## src/logic/timer_ctl_defines.svh

```systemverilog
// register map, bit positions and reset values of the timer control block
`ifndef TIMER_CTL_DEFINES_SVH
`define TIMER_CTL_DEFINES_SVH

// byte addresses of the 32-bit register words
`define ADDR_TIMER_CONTROL 5'h00
`define ADDR_TIMER2_CONTROL 5'h04
`define ADDR_T2_MODE 5'h08
`define ADDR_IRQ_STATUS 5'h0C
`define ADDR_IRQ_MASK 5'h10

// timer_control fields
`define TC_T1_OVF 7
`define TC_T1_RUN 6
`define TC_T0_OVF 5
`define TC_T0_RUN 4
`define TC_EXTB_FLAG 3
`define TC_EXTB_TYPE 2
`define TC_EXTA_FLAG 1
`define TC_EXTA_TYPE 0

// timer2_control fields
`define T2_OVF 7
`define T2_EXT 6
`define T2_RX_SEL 5
`define T2_TX_SEL 4
`define T2_TRIG_EN 3
`define T2_RUN 2
`define T2_CNT_SEL 1
`define T2_CAP_SEL 0

// t2_mode fields
`define T2M_UPDOWN 0
`define T2M_CLKOUT 1

// interrupt status and mask fields
`define IRQ_T0 0
`define IRQ_T1 1
`define IRQ_T2_OVF 2
`define IRQ_T2_EXT 3
`define IRQ_EXTA 4
`define IRQ_EXTB 5
`define IRQ_W 6

// reset values
`define RST_TC 8'h00
`define RST_T2C 8'h00
`define RST_T2M 2'h0
`define RST_IRQ 6'h00

`endif

```

## src/logic/timer_ctl_pkg.sv

```systemverilog
// types shared by the timer control block
package timer_ctl_pkg;

    // one-cycle pulses from the counter datapaths
    typedef struct packed {
        logic t0_ovf;
        logic t1_ovf;
        logic t2_ovf;
        logic t2_udf;
    } timer_events_t;

    // one-cycle pulses from the processor when it vectors to a routine
    typedef struct packed {
        logic t0_ack;
        logic t1_ack;
        logic exta_ack;
        logic extb_ack;
    } vector_acks_t;

    // timer 2 operating mode as seen by the flag logic
    typedef enum logic [1:0] {
        T2_MODE_CAPTURE = 2'b00,
        T2_MODE_RELOAD = 2'b01,
        T2_MODE_RELOAD_UD = 2'b10,
        T2_MODE_OTHER = 2'b11
    } t2_mode_t;

endpackage

```

## src/logic/timer_ctl.sv

```systemverilog
// control and status bits of timers 0, 1 and 2 with an Avalon-MM slave
`timescale 1ns/1ps
`default_nettype none
`include "timer_ctl_defines.svh"

module timer_ctl (
    // clock and reset
    input wire logic ref_clk,
    input wire logic rst,
    // avalon-mm slave
    input wire logic [4:0] address,
    input wire logic read,
    input wire logic write,
    input wire logic [31:0] writedata,
    output logic [31:0] readdata,
    output logic waitrequest,
    // datapath and processor events
    input wire timer_ctl_pkg::timer_events_t events,
    input wire timer_ctl_pkg::vector_acks_t acks,
    // pins
    input wire logic ext_int_a_pin,
    input wire logic ext_int_b_pin,
    input wire logic t2_trigger_input,
    // controls to the counters and serial port
    output logic t0_run,
    output logic t1_run,
    output logic t2_run,
    output logic t2_counter_mode,
    output logic t2_capture_pulse,
    output logic t2_reload_pulse,
    output logic rx_baud_tick,
    output logic tx_baud_tick,
    // interrupt requests
    output logic ext_int_a_req,
    output logic ext_int_b_req,
    output logic t2_irq_req,
    output logic irq
);

    logic [7:0] tc_q, t2c_q;
    logic [1:0] t2m_q;
    logic [`IRQ_W-1:0] irq_stat_q, irq_mask_q, irq_set;
    logic [2:0] sync1_q, sync2_q, prev_q;
    logic [31:0] rdata_q;
    logic wait_q, wr_en, wr_tc, wr_t2c, baud_mode;
    logic exta_fall, extb_edge, trig_fall, exta_set, extb_set;
    logic t2_ovf_set, t2_ext_set, t2_ext_tog;
    logic run0_q, run1_q, run2_q, cnt2_q, cap_q, rel_q;
    logic rx_tick_q, tx_tick_q, exta_req_q, extb_req_q, t2_req_q, irq_q;
    timer_ctl_pkg::t2_mode_t t2_mode;

    // bus slave: one wait cycle, then the request is accepted
    always_ff @(posedge ref_clk) begin
        if (rst) begin
            wait_q <= 1'b1;
        end else begin
            wait_q <= ~((read | write) & wait_q);
        end
    end

    assign wr_en = write & ~wait_q;
    assign wr_tc = wr_en & (address == `ADDR_TIMER_CONTROL);
    assign wr_t2c = wr_en & (address == `ADDR_TIMER2_CONTROL);

    // read data is latched in the wait cycle; unmapped reads give zero
    always_ff @(posedge ref_clk) begin
        if (rst) begin
            rdata_q <= 32'h0;
        end else if (read & wait_q) begin
            case (address)
                `ADDR_TIMER_CONTROL: rdata_q <= {24'h0, tc_q};
                `ADDR_TIMER2_CONTROL: rdata_q <= {24'h0, t2c_q};
                `ADDR_T2_MODE: rdata_q <= {30'h0, t2m_q};
                `ADDR_IRQ_STATUS: rdata_q <= {26'h0, irq_stat_q};
                `ADDR_IRQ_MASK: rdata_q <= {26'h0, irq_mask_q};
                default: rdata_q <= 32'h0;
            endcase
        end
    end

    // pin synchronisers; edges are read only after the second stage
    always_ff @(posedge ref_clk) begin
        if (rst) begin
            sync1_q <= 3'h7;
            sync2_q <= 3'h7;
            prev_q <= 3'h7;
        end else begin
            sync1_q <= {t2_trigger_input, ext_int_b_pin, ext_int_a_pin};
            sync2_q <= sync1_q;
            prev_q <= sync2_q;
        end
    end

    assign exta_fall = prev_q[0] & ~sync2_q[0];
    assign extb_edge = prev_q[1] ^ sync2_q[1];
    assign trig_fall = prev_q[2] & ~sync2_q[2];

    always_comb begin
        if (t2c_q[`T2_CAP_SEL]) begin
            t2_mode = timer_ctl_pkg::T2_MODE_CAPTURE;
        end else if (baud_mode | t2m_q[`T2M_CLKOUT]) begin
            t2_mode = timer_ctl_pkg::T2_MODE_OTHER;
        end else if (t2m_q[`T2M_UPDOWN]) begin
            t2_mode = timer_ctl_pkg::T2_MODE_RELOAD_UD;
        end else begin
            t2_mode = timer_ctl_pkg::T2_MODE_RELOAD;
        end
    end

    assign baud_mode = t2c_q[`T2_RX_SEL] | t2c_q[`T2_TX_SEL];
    // no overflow flag in baud or clock-out mode
    assign t2_ovf_set = events.t2_ovf & ~baud_mode & ~t2m_q[`T2M_CLKOUT];
    // up/down reload ignores the trigger input, whether enabled or not
    assign t2_ext_set = trig_fall & t2c_q[`T2_TRIG_EN]
        & (t2_mode != timer_ctl_pkg::T2_MODE_RELOAD_UD);
    assign t2_ext_tog = (t2_mode == timer_ctl_pkg::T2_MODE_RELOAD_UD)
        & (events.t2_ovf | events.t2_udf);
    assign exta_set = tc_q[`TC_EXTA_TYPE] ? exta_fall : ~sync2_q[0];
    assign extb_set = tc_q[`TC_EXTB_TYPE] ? extb_edge : ~sync2_q[1];

    // timer_control: hardware sets win over vector clears and writes
    always_ff @(posedge ref_clk) begin
        if (rst) begin
            tc_q <= `RST_TC;
        end else begin
            if (wr_tc) begin
                tc_q <= writedata[7:0];
            end
            if (events.t1_ovf) begin
                tc_q[`TC_T1_OVF] <= 1'b1;
            end else if (acks.t1_ack) begin
                tc_q[`TC_T1_OVF] <= 1'b0;
            end
            if (events.t0_ovf) begin
                tc_q[`TC_T0_OVF] <= 1'b1;
            end else if (acks.t0_ack) begin
                tc_q[`TC_T0_OVF] <= 1'b0;
            end
            if (!tc_q[`TC_EXTA_TYPE]) begin
                tc_q[`TC_EXTA_FLAG] <= exta_set;
            end else if (exta_set) begin
                tc_q[`TC_EXTA_FLAG] <= 1'b1;
            end else if (acks.exta_ack) begin
                tc_q[`TC_EXTA_FLAG] <= 1'b0;
            end
            if (!tc_q[`TC_EXTB_TYPE]) begin
                tc_q[`TC_EXTB_FLAG] <= extb_set;
            end else if (extb_set) begin
                tc_q[`TC_EXTB_FLAG] <= 1'b1;
            end else if (acks.extb_ack) begin
                tc_q[`TC_EXTB_FLAG] <= 1'b0;
            end
        end
    end

    // timer2_control: overflow flag cleared only by software writing zero; external flag also toggles in up/down reload
    always_ff @(posedge ref_clk) begin
        if (rst) begin
            t2c_q <= `RST_T2C;
        end else begin
            if (wr_t2c) begin
                t2c_q <= writedata[7:0];
            end
            if (t2_ovf_set) begin
                t2c_q[`T2_OVF] <= 1'b1;
            end
            if (t2_ext_set) begin
                t2c_q[`T2_EXT] <= 1'b1;
            end else if (t2_ext_tog) begin
                t2c_q[`T2_EXT] <= ~t2c_q[`T2_EXT];
            end
        end
    end

    always_ff @(posedge ref_clk) begin
        if (rst) begin
            t2m_q <= `RST_T2M;
        end else if (wr_en && address == `ADDR_T2_MODE) begin
            t2m_q <= writedata[1:0];
        end
    end

    // interrupt status: sticky, write one to clear, set wins
    assign irq_set[`IRQ_T0] = events.t0_ovf;
    assign irq_set[`IRQ_T1] = events.t1_ovf;
    assign irq_set[`IRQ_T2_OVF] = t2_ovf_set;
    assign irq_set[`IRQ_T2_EXT] = t2_ext_set;
    assign irq_set[`IRQ_EXTA] = exta_set;
    assign irq_set[`IRQ_EXTB] = extb_set;

    always_ff @(posedge ref_clk) begin
        if (rst) begin
            irq_stat_q <= `RST_IRQ;
        end else if (wr_en && address == `ADDR_IRQ_STATUS) begin
            irq_stat_q <= (irq_stat_q & ~writedata[`IRQ_W-1:0]) | irq_set;
        end else begin
            irq_stat_q <= irq_stat_q | irq_set;
        end
    end

    always_ff @(posedge ref_clk) begin
        if (rst) begin
            irq_mask_q <= `RST_IRQ;
        end else if (wr_en && address == `ADDR_IRQ_MASK) begin
            irq_mask_q <= writedata[`IRQ_W-1:0];
        end
    end

    always_ff @(posedge ref_clk) begin
        if (rst) begin
            irq_q <= 1'b0;
        end else begin
            irq_q <= |(irq_stat_q & irq_mask_q);
        end
    end

    // controls to the counters, registered for clean outputs
    always_ff @(posedge ref_clk) begin
        if (rst) begin
            run0_q <= 1'b0;
            run1_q <= 1'b0;
            run2_q <= 1'b0;
            cnt2_q <= 1'b0;
        end else begin
            run0_q <= tc_q[`TC_T0_RUN];
            run1_q <= tc_q[`TC_T1_RUN];
            run2_q <= t2c_q[`T2_RUN];
            cnt2_q <= t2c_q[`T2_CNT_SEL];
        end
    end

    // capture and reload strobes follow the synchronised trigger fall by one cycle
    always_ff @(posedge ref_clk) begin
        if (rst) begin
            cap_q <= 1'b0;
            rel_q <= 1'b0;
        end else begin
            // capture or reload on enabled fall
            cap_q <= t2_ext_set & (t2_mode == timer_ctl_pkg::T2_MODE_CAPTURE);
            rel_q <= t2_ext_set & (t2_mode == timer_ctl_pkg::T2_MODE_RELOAD);
        end
    end

    always_ff @(posedge ref_clk) begin
        if (rst) begin
            rx_tick_q <= 1'b0;
            tx_tick_q <= 1'b0;
        end else begin
            rx_tick_q <= t2c_q[`T2_RX_SEL] ? events.t2_ovf : events.t1_ovf;
            tx_tick_q <= t2c_q[`T2_TX_SEL] ? events.t2_ovf : events.t1_ovf;
        end
    end

    always_ff @(posedge ref_clk) begin
        if (rst) begin
            exta_req_q <= 1'b0;
            extb_req_q <= 1'b0;
            t2_req_q <= 1'b0;
        end else begin
            exta_req_q <= tc_q[`TC_EXTA_FLAG];
            extb_req_q <= tc_q[`TC_EXTB_FLAG];
            t2_req_q <= t2c_q[`T2_OVF] | t2c_q[`T2_EXT];
        end
    end

    assign readdata = rdata_q;
    assign waitrequest = wait_q;
    assign t0_run = run0_q;
    assign t1_run = run1_q;
    assign t2_run = run2_q;
    assign t2_counter_mode = cnt2_q;
    assign t2_capture_pulse = cap_q;
    assign t2_reload_pulse = rel_q;
    assign rx_baud_tick = rx_tick_q;
    assign tx_baud_tick = tx_tick_q;
    assign ext_int_a_req = exta_req_q;
    assign ext_int_b_req = extb_req_q;
    assign t2_irq_req = t2_req_q;
    assign irq = irq_q;
endmodule

`default_nettype wire

```

## config.mk

```make
export PLATFORM = sky130hd
export DESIGN_NAME = timer_ctl
export DESIGN_NICKNAME = d
export VERILOG_FILES = /design/src/logic/timer_ctl_pkg.sv /design/src/logic/timer_ctl.sv
export VERILOG_INCLUDE_DIRS = /design/src /design/src/logic
export SDC_FILE = /design/constraint.sdc
export NUM_CORES = 1
export LEC_CHECK = 0
export ABC_AREA = 1
export BUFFER_PORTS_ARGS = -buffer_cell sky130_fd_sc_hd__buf_4
export CORE_UTILIZATION = 53
export DETAILED_ROUTE_END_ITERATION = 6
export PLACE_DENSITY = 0.94
export SLEW_MARGIN = 30
export SYNTH_ARGS = -nofsm -noshare
export SYNTH_HDL_FRONTEND = slang
export SYNTH_SLANG_ARGS = --single-unit
```

## constraint.sdc

```tcl
create_clock -name ref_clk -period 2.2 [get_ports ref_clk]
set_input_delay 0.44 -clock ref_clk [delete_from_list [all_inputs] [get_ports ref_clk]]
set_output_delay 0.44 -clock ref_clk [all_outputs]
set_load 0.02 [all_outputs]
```

==> flow_summary.toml <==
[cts]
clock_tree.buffer_depth = 2
cts_hold_buf = 0
clk-insertion-delay-late_ps = 340
htree_num_levels = 3
clock-root-buffer = "sky130_fd_sc_hd__clkbuf_8"
tritoncts = "done"
cts_made_buffers = 9
clk_pin_slew_worst_paths_ps = 60
clk_sinks = 60
cts_setup_buffers = 0
post_cts_resize_count = 0

[placed_design]
place_congestion = 0.890
cell_total_after_placement = 436
place.port_buffers = 48
place_hpwl_um = 4440
pre_cts_slack_ps = 460

[detailed_routing]
wl_final_um = 6090
residual_antenna_violating_net_count_after_detailed_routing = 0
detailed_route_vias_per_instance = 5.10
firstDrtPassIters = 6
drt_drc_violations_left = 0
via_count = 2299
detail_route.iter0.violations = 172
detailed_route_wire_length_per_cell_um = 13.5

[setup_path]
worstPathRequired_ps = 2430
cpMaxStageDelayCell = "sky130_fd_sc_hd__dfxtp_1"
timing.critical_path.mode_cell = "sky130_fd_sc_hd__inv_1"
timing.critical_path.cells = "inv_1, nand2_2, inv_1, nand4_2, o21bai_1, o21ai_1, nand2_1, inv_1"
setup.worst_path.start = "waitrequest"
worst_ep_arrival_time_ps = 1710
timing.critical_path.fanout_max = 8
worstReg2RegStart = "waitrequest"
worstSetupEndpointType = "flip-flop"
timing.reg2reg.worst_path_depth = 8
critPathCapture = "tc_q[5]"
worst-setup-path-type = "flip-flop to flip-flop"
cpPeakStageDelay_ps = 330
r2r-end = "tc_q[5]"
startpoint_class_of_the_critical_path = "flip-flop"
ff2ff_setup_slack_ps = 720

[synth]
post_synth_num_cell_types = 31
post-synth-top-area-cell = "sky130_fd_sc_hd__dfxtp_1"
syn-instance-count = 331
synth.cell_area_um2 = 2650
synth_warnings = 0
synth_seq_area_share_pct = 45.3
ys.flop_type = "sky130_fd_sc_hd__dfxtp_1"
synth_top_cells_by_area = "sky130_fd_sc_hd__dfxtp_1 45%, sky130_fd_sc_hd__buf_4 7.1%, sky130_fd_sc_hd__a21oi_1 6.4%"
synth-async-reset-ratio_pct = 0
post-synth-top-area-fraction_pct = 45.3
yosys_register_bits = 60
number_of_flops_mapped_to_enable_cells_by_yosys = 0
syn_avg_cell_area_um2 = 8.01

[sta]
timing.fmax_mhz = 677
hold_violations = 0
rsz_0062_raised_after_global_routing = "false"
setup_viol_count_final = 0
total_negative_setup_slacks_ps = 0
timing.max_slew.rel_slack_pct = 51.7
final.setup.worst_slack_ps = 723
timing_worst_slew_pin_value_ps = 723
final_min_period_over_clock_period_pct = 67.1
skew_ps = 4.72
final.min_clock_period_ps = 1480
final_report_max_slew_violation_count = 0

[cells_and_area]
post_route_cells_drive_above_1_share_pct = 22.9
antenna-diode-count = 0
most_common_cell_after_layout_fill_and_taps_aside = "sky130_fd_sc_hd__dfxtp_1"
area_growth_syn_to_layout_pct = 17.8
fin_nets = 432
layout_common_cells = "60 x sky130_fd_sc_hd__dfxtp_1, 49 x sky130_fd_sc_hd__buf_4, 41 x sky130_fd_sc_hd__nand2_1"
final-instance-count-excl-fill = 451

[grt]
initial_antenna_violation_count = 0
grt.total_usage_pct = 24.4
total_gr_overflow = 0
global_route_wire_length_before_repair_um = 9520
grt_pass1_vias = 2097
grt_max_degree = 36

[pwr]
power.density_cell_area_nw_per_um2 = 702
power.leakage_uw = 0.00137
ir_worst_vdd_uv = 422

[die]
initial_cell_density_of_the_core_pct = 55.7
die_y_um = 72.7
core_region_area_um2 = 4750
die_width_um = 72.7
std_cell_rows = 25
num_io_pins = 97
die_area_um2 = 5290

[outcome]
run_status = "complete, no violations"

[job]
drv_cap = 0

[hold_path]
worst_hold_path.num_cells = 2
hold_path_class = "input pin to flip-flop"
-- cells in the mapped netlist, types with 2 or more instances --
cell,n
sky130_fd_sc_hd__nor2_4,6
sky130_fd_sc_hd__o211ai_1,3
sky130_fd_sc_hd__buf_4,25
sky130_fd_sc_hd__o21ai_0,16
sky130_fd_sc_hd__buf_6,2
sky130_fd_sc_hd__clkbuf_1,7
sky130_fd_sc_hd__nand2_1,41
sky130_fd_sc_hd__a21oi_1,34
sky130_fd_sc_hd__nand4_1,16
sky130_fd_sc_hd__nand3_1,9
sky130_fd_sc_hd__nor2_1,24
sky130_fd_sc_hd__nor3_1,3
sky130_fd_sc_hd__o21bai_1,4
sky130_fd_sc_hd__nand3_4,2
sky130_fd_sc_hd__o21ai_1,21
sky130_fd_sc_hd__dfxtp_1,60
sky130_fd_sc_hd__or2_2,8
sky130_fd_sc_hd__inv_1,33
sky130_fd_sc_hd__inv_2,4
sky130_fd_sc_hd__o22ai_1,2
-- layout make-up --
cell class,count,area (um^2)
fill,423,1630
tap,67,83.8
inverter,38,145
sequential,60,1200
clock buffer,13,159
multi-input combinational,222,1150
timing repair buffer,49,368
clock inverter,2,10.0
-- cells by family after synthesis --
kind of cell    synth area share, %
xor+xnor                      0.331
flops                          45.3
compound gates                 16.7
simple gates                   23.1
other cells                   0.142
buf+inv                        14.4
-- metrics by stage --
step                      hold slack, ps  util, %  cell area, um^2  total power (uW)
after floorplan                      388        -             2740              1310
after global placement               393     62.1             2950              1350
after detailed placement             393     62.1             2950              1360
after CTS                            280     65.6             3120              2200
after global routing                 277     65.6             3120              2270
final                                285     65.6             3120              2190
-- critical path: cells and delay by family (launching register included) --
family / cells / cell delay [ps]
compound gates: 2 / 310
flops: 1 / 330
simple gates: 3 / 490
buf+inv: 3 / 240
-- layer usage --
layer	GRT usage (%)	wire length (um)	vias to the layer above
met5	0	0	-
met4	10.5	90	0
met3	6.63	426	12
met2	40.7	3020	105
met1	29.7	2540	1037
li1	-	-	1145
-- how the worst min path moves through the flow --
| stage | endpoint | from |
|---|---|---|
| 6_report | sync1_q[0] | ext_int_a_pin |
| 2_1_floorplan | prev_q[0] | sync2_q[0] |
| 5_1_grt | sync1_q[0] | ext_int_a_pin |
| 4_1_cts | sync1_q[0] | ext_int_a_pin |
| 3_5_place_dp | sync2_q[1] | sync1_q[1] |
| 3_3_place_gp | sync2_q[0] | sync1_q[0] |
-- report_power, final --
part / total (uW) / switching, uW / leakage [uW] / internal [uW]
registers: 1130 / 13.9 / 0.000489 / 1110
logic: 208 / 140 / 0.000795 / 67.8
clock network: 856 / 395 / 0.0000893 / 460
total: 2190 / 549 / 0.00137 / 1640
-- registers in the layout, indices dropped and copies added (netlist names) --
name,flops
ext_int_a_req,1
ext_int_b_req,1
irq,1
irq_mask_q,6
irq_stat_q,6
prev_q,3
readdata,8
rx_baud_tick,1
sync1_q,3
sync2_q,3
t0_run,1
t1_run,1
t2_capture_pulse,1
t2_counter_mode,1
t2_irq_req,1
t2_reload_pulse,1
t2_run,1
t2c_q,8
t2m_q,2
tc_q,8
tx_baud_tick,1
waitrequest,1
(Power assumes the default switching activity.)
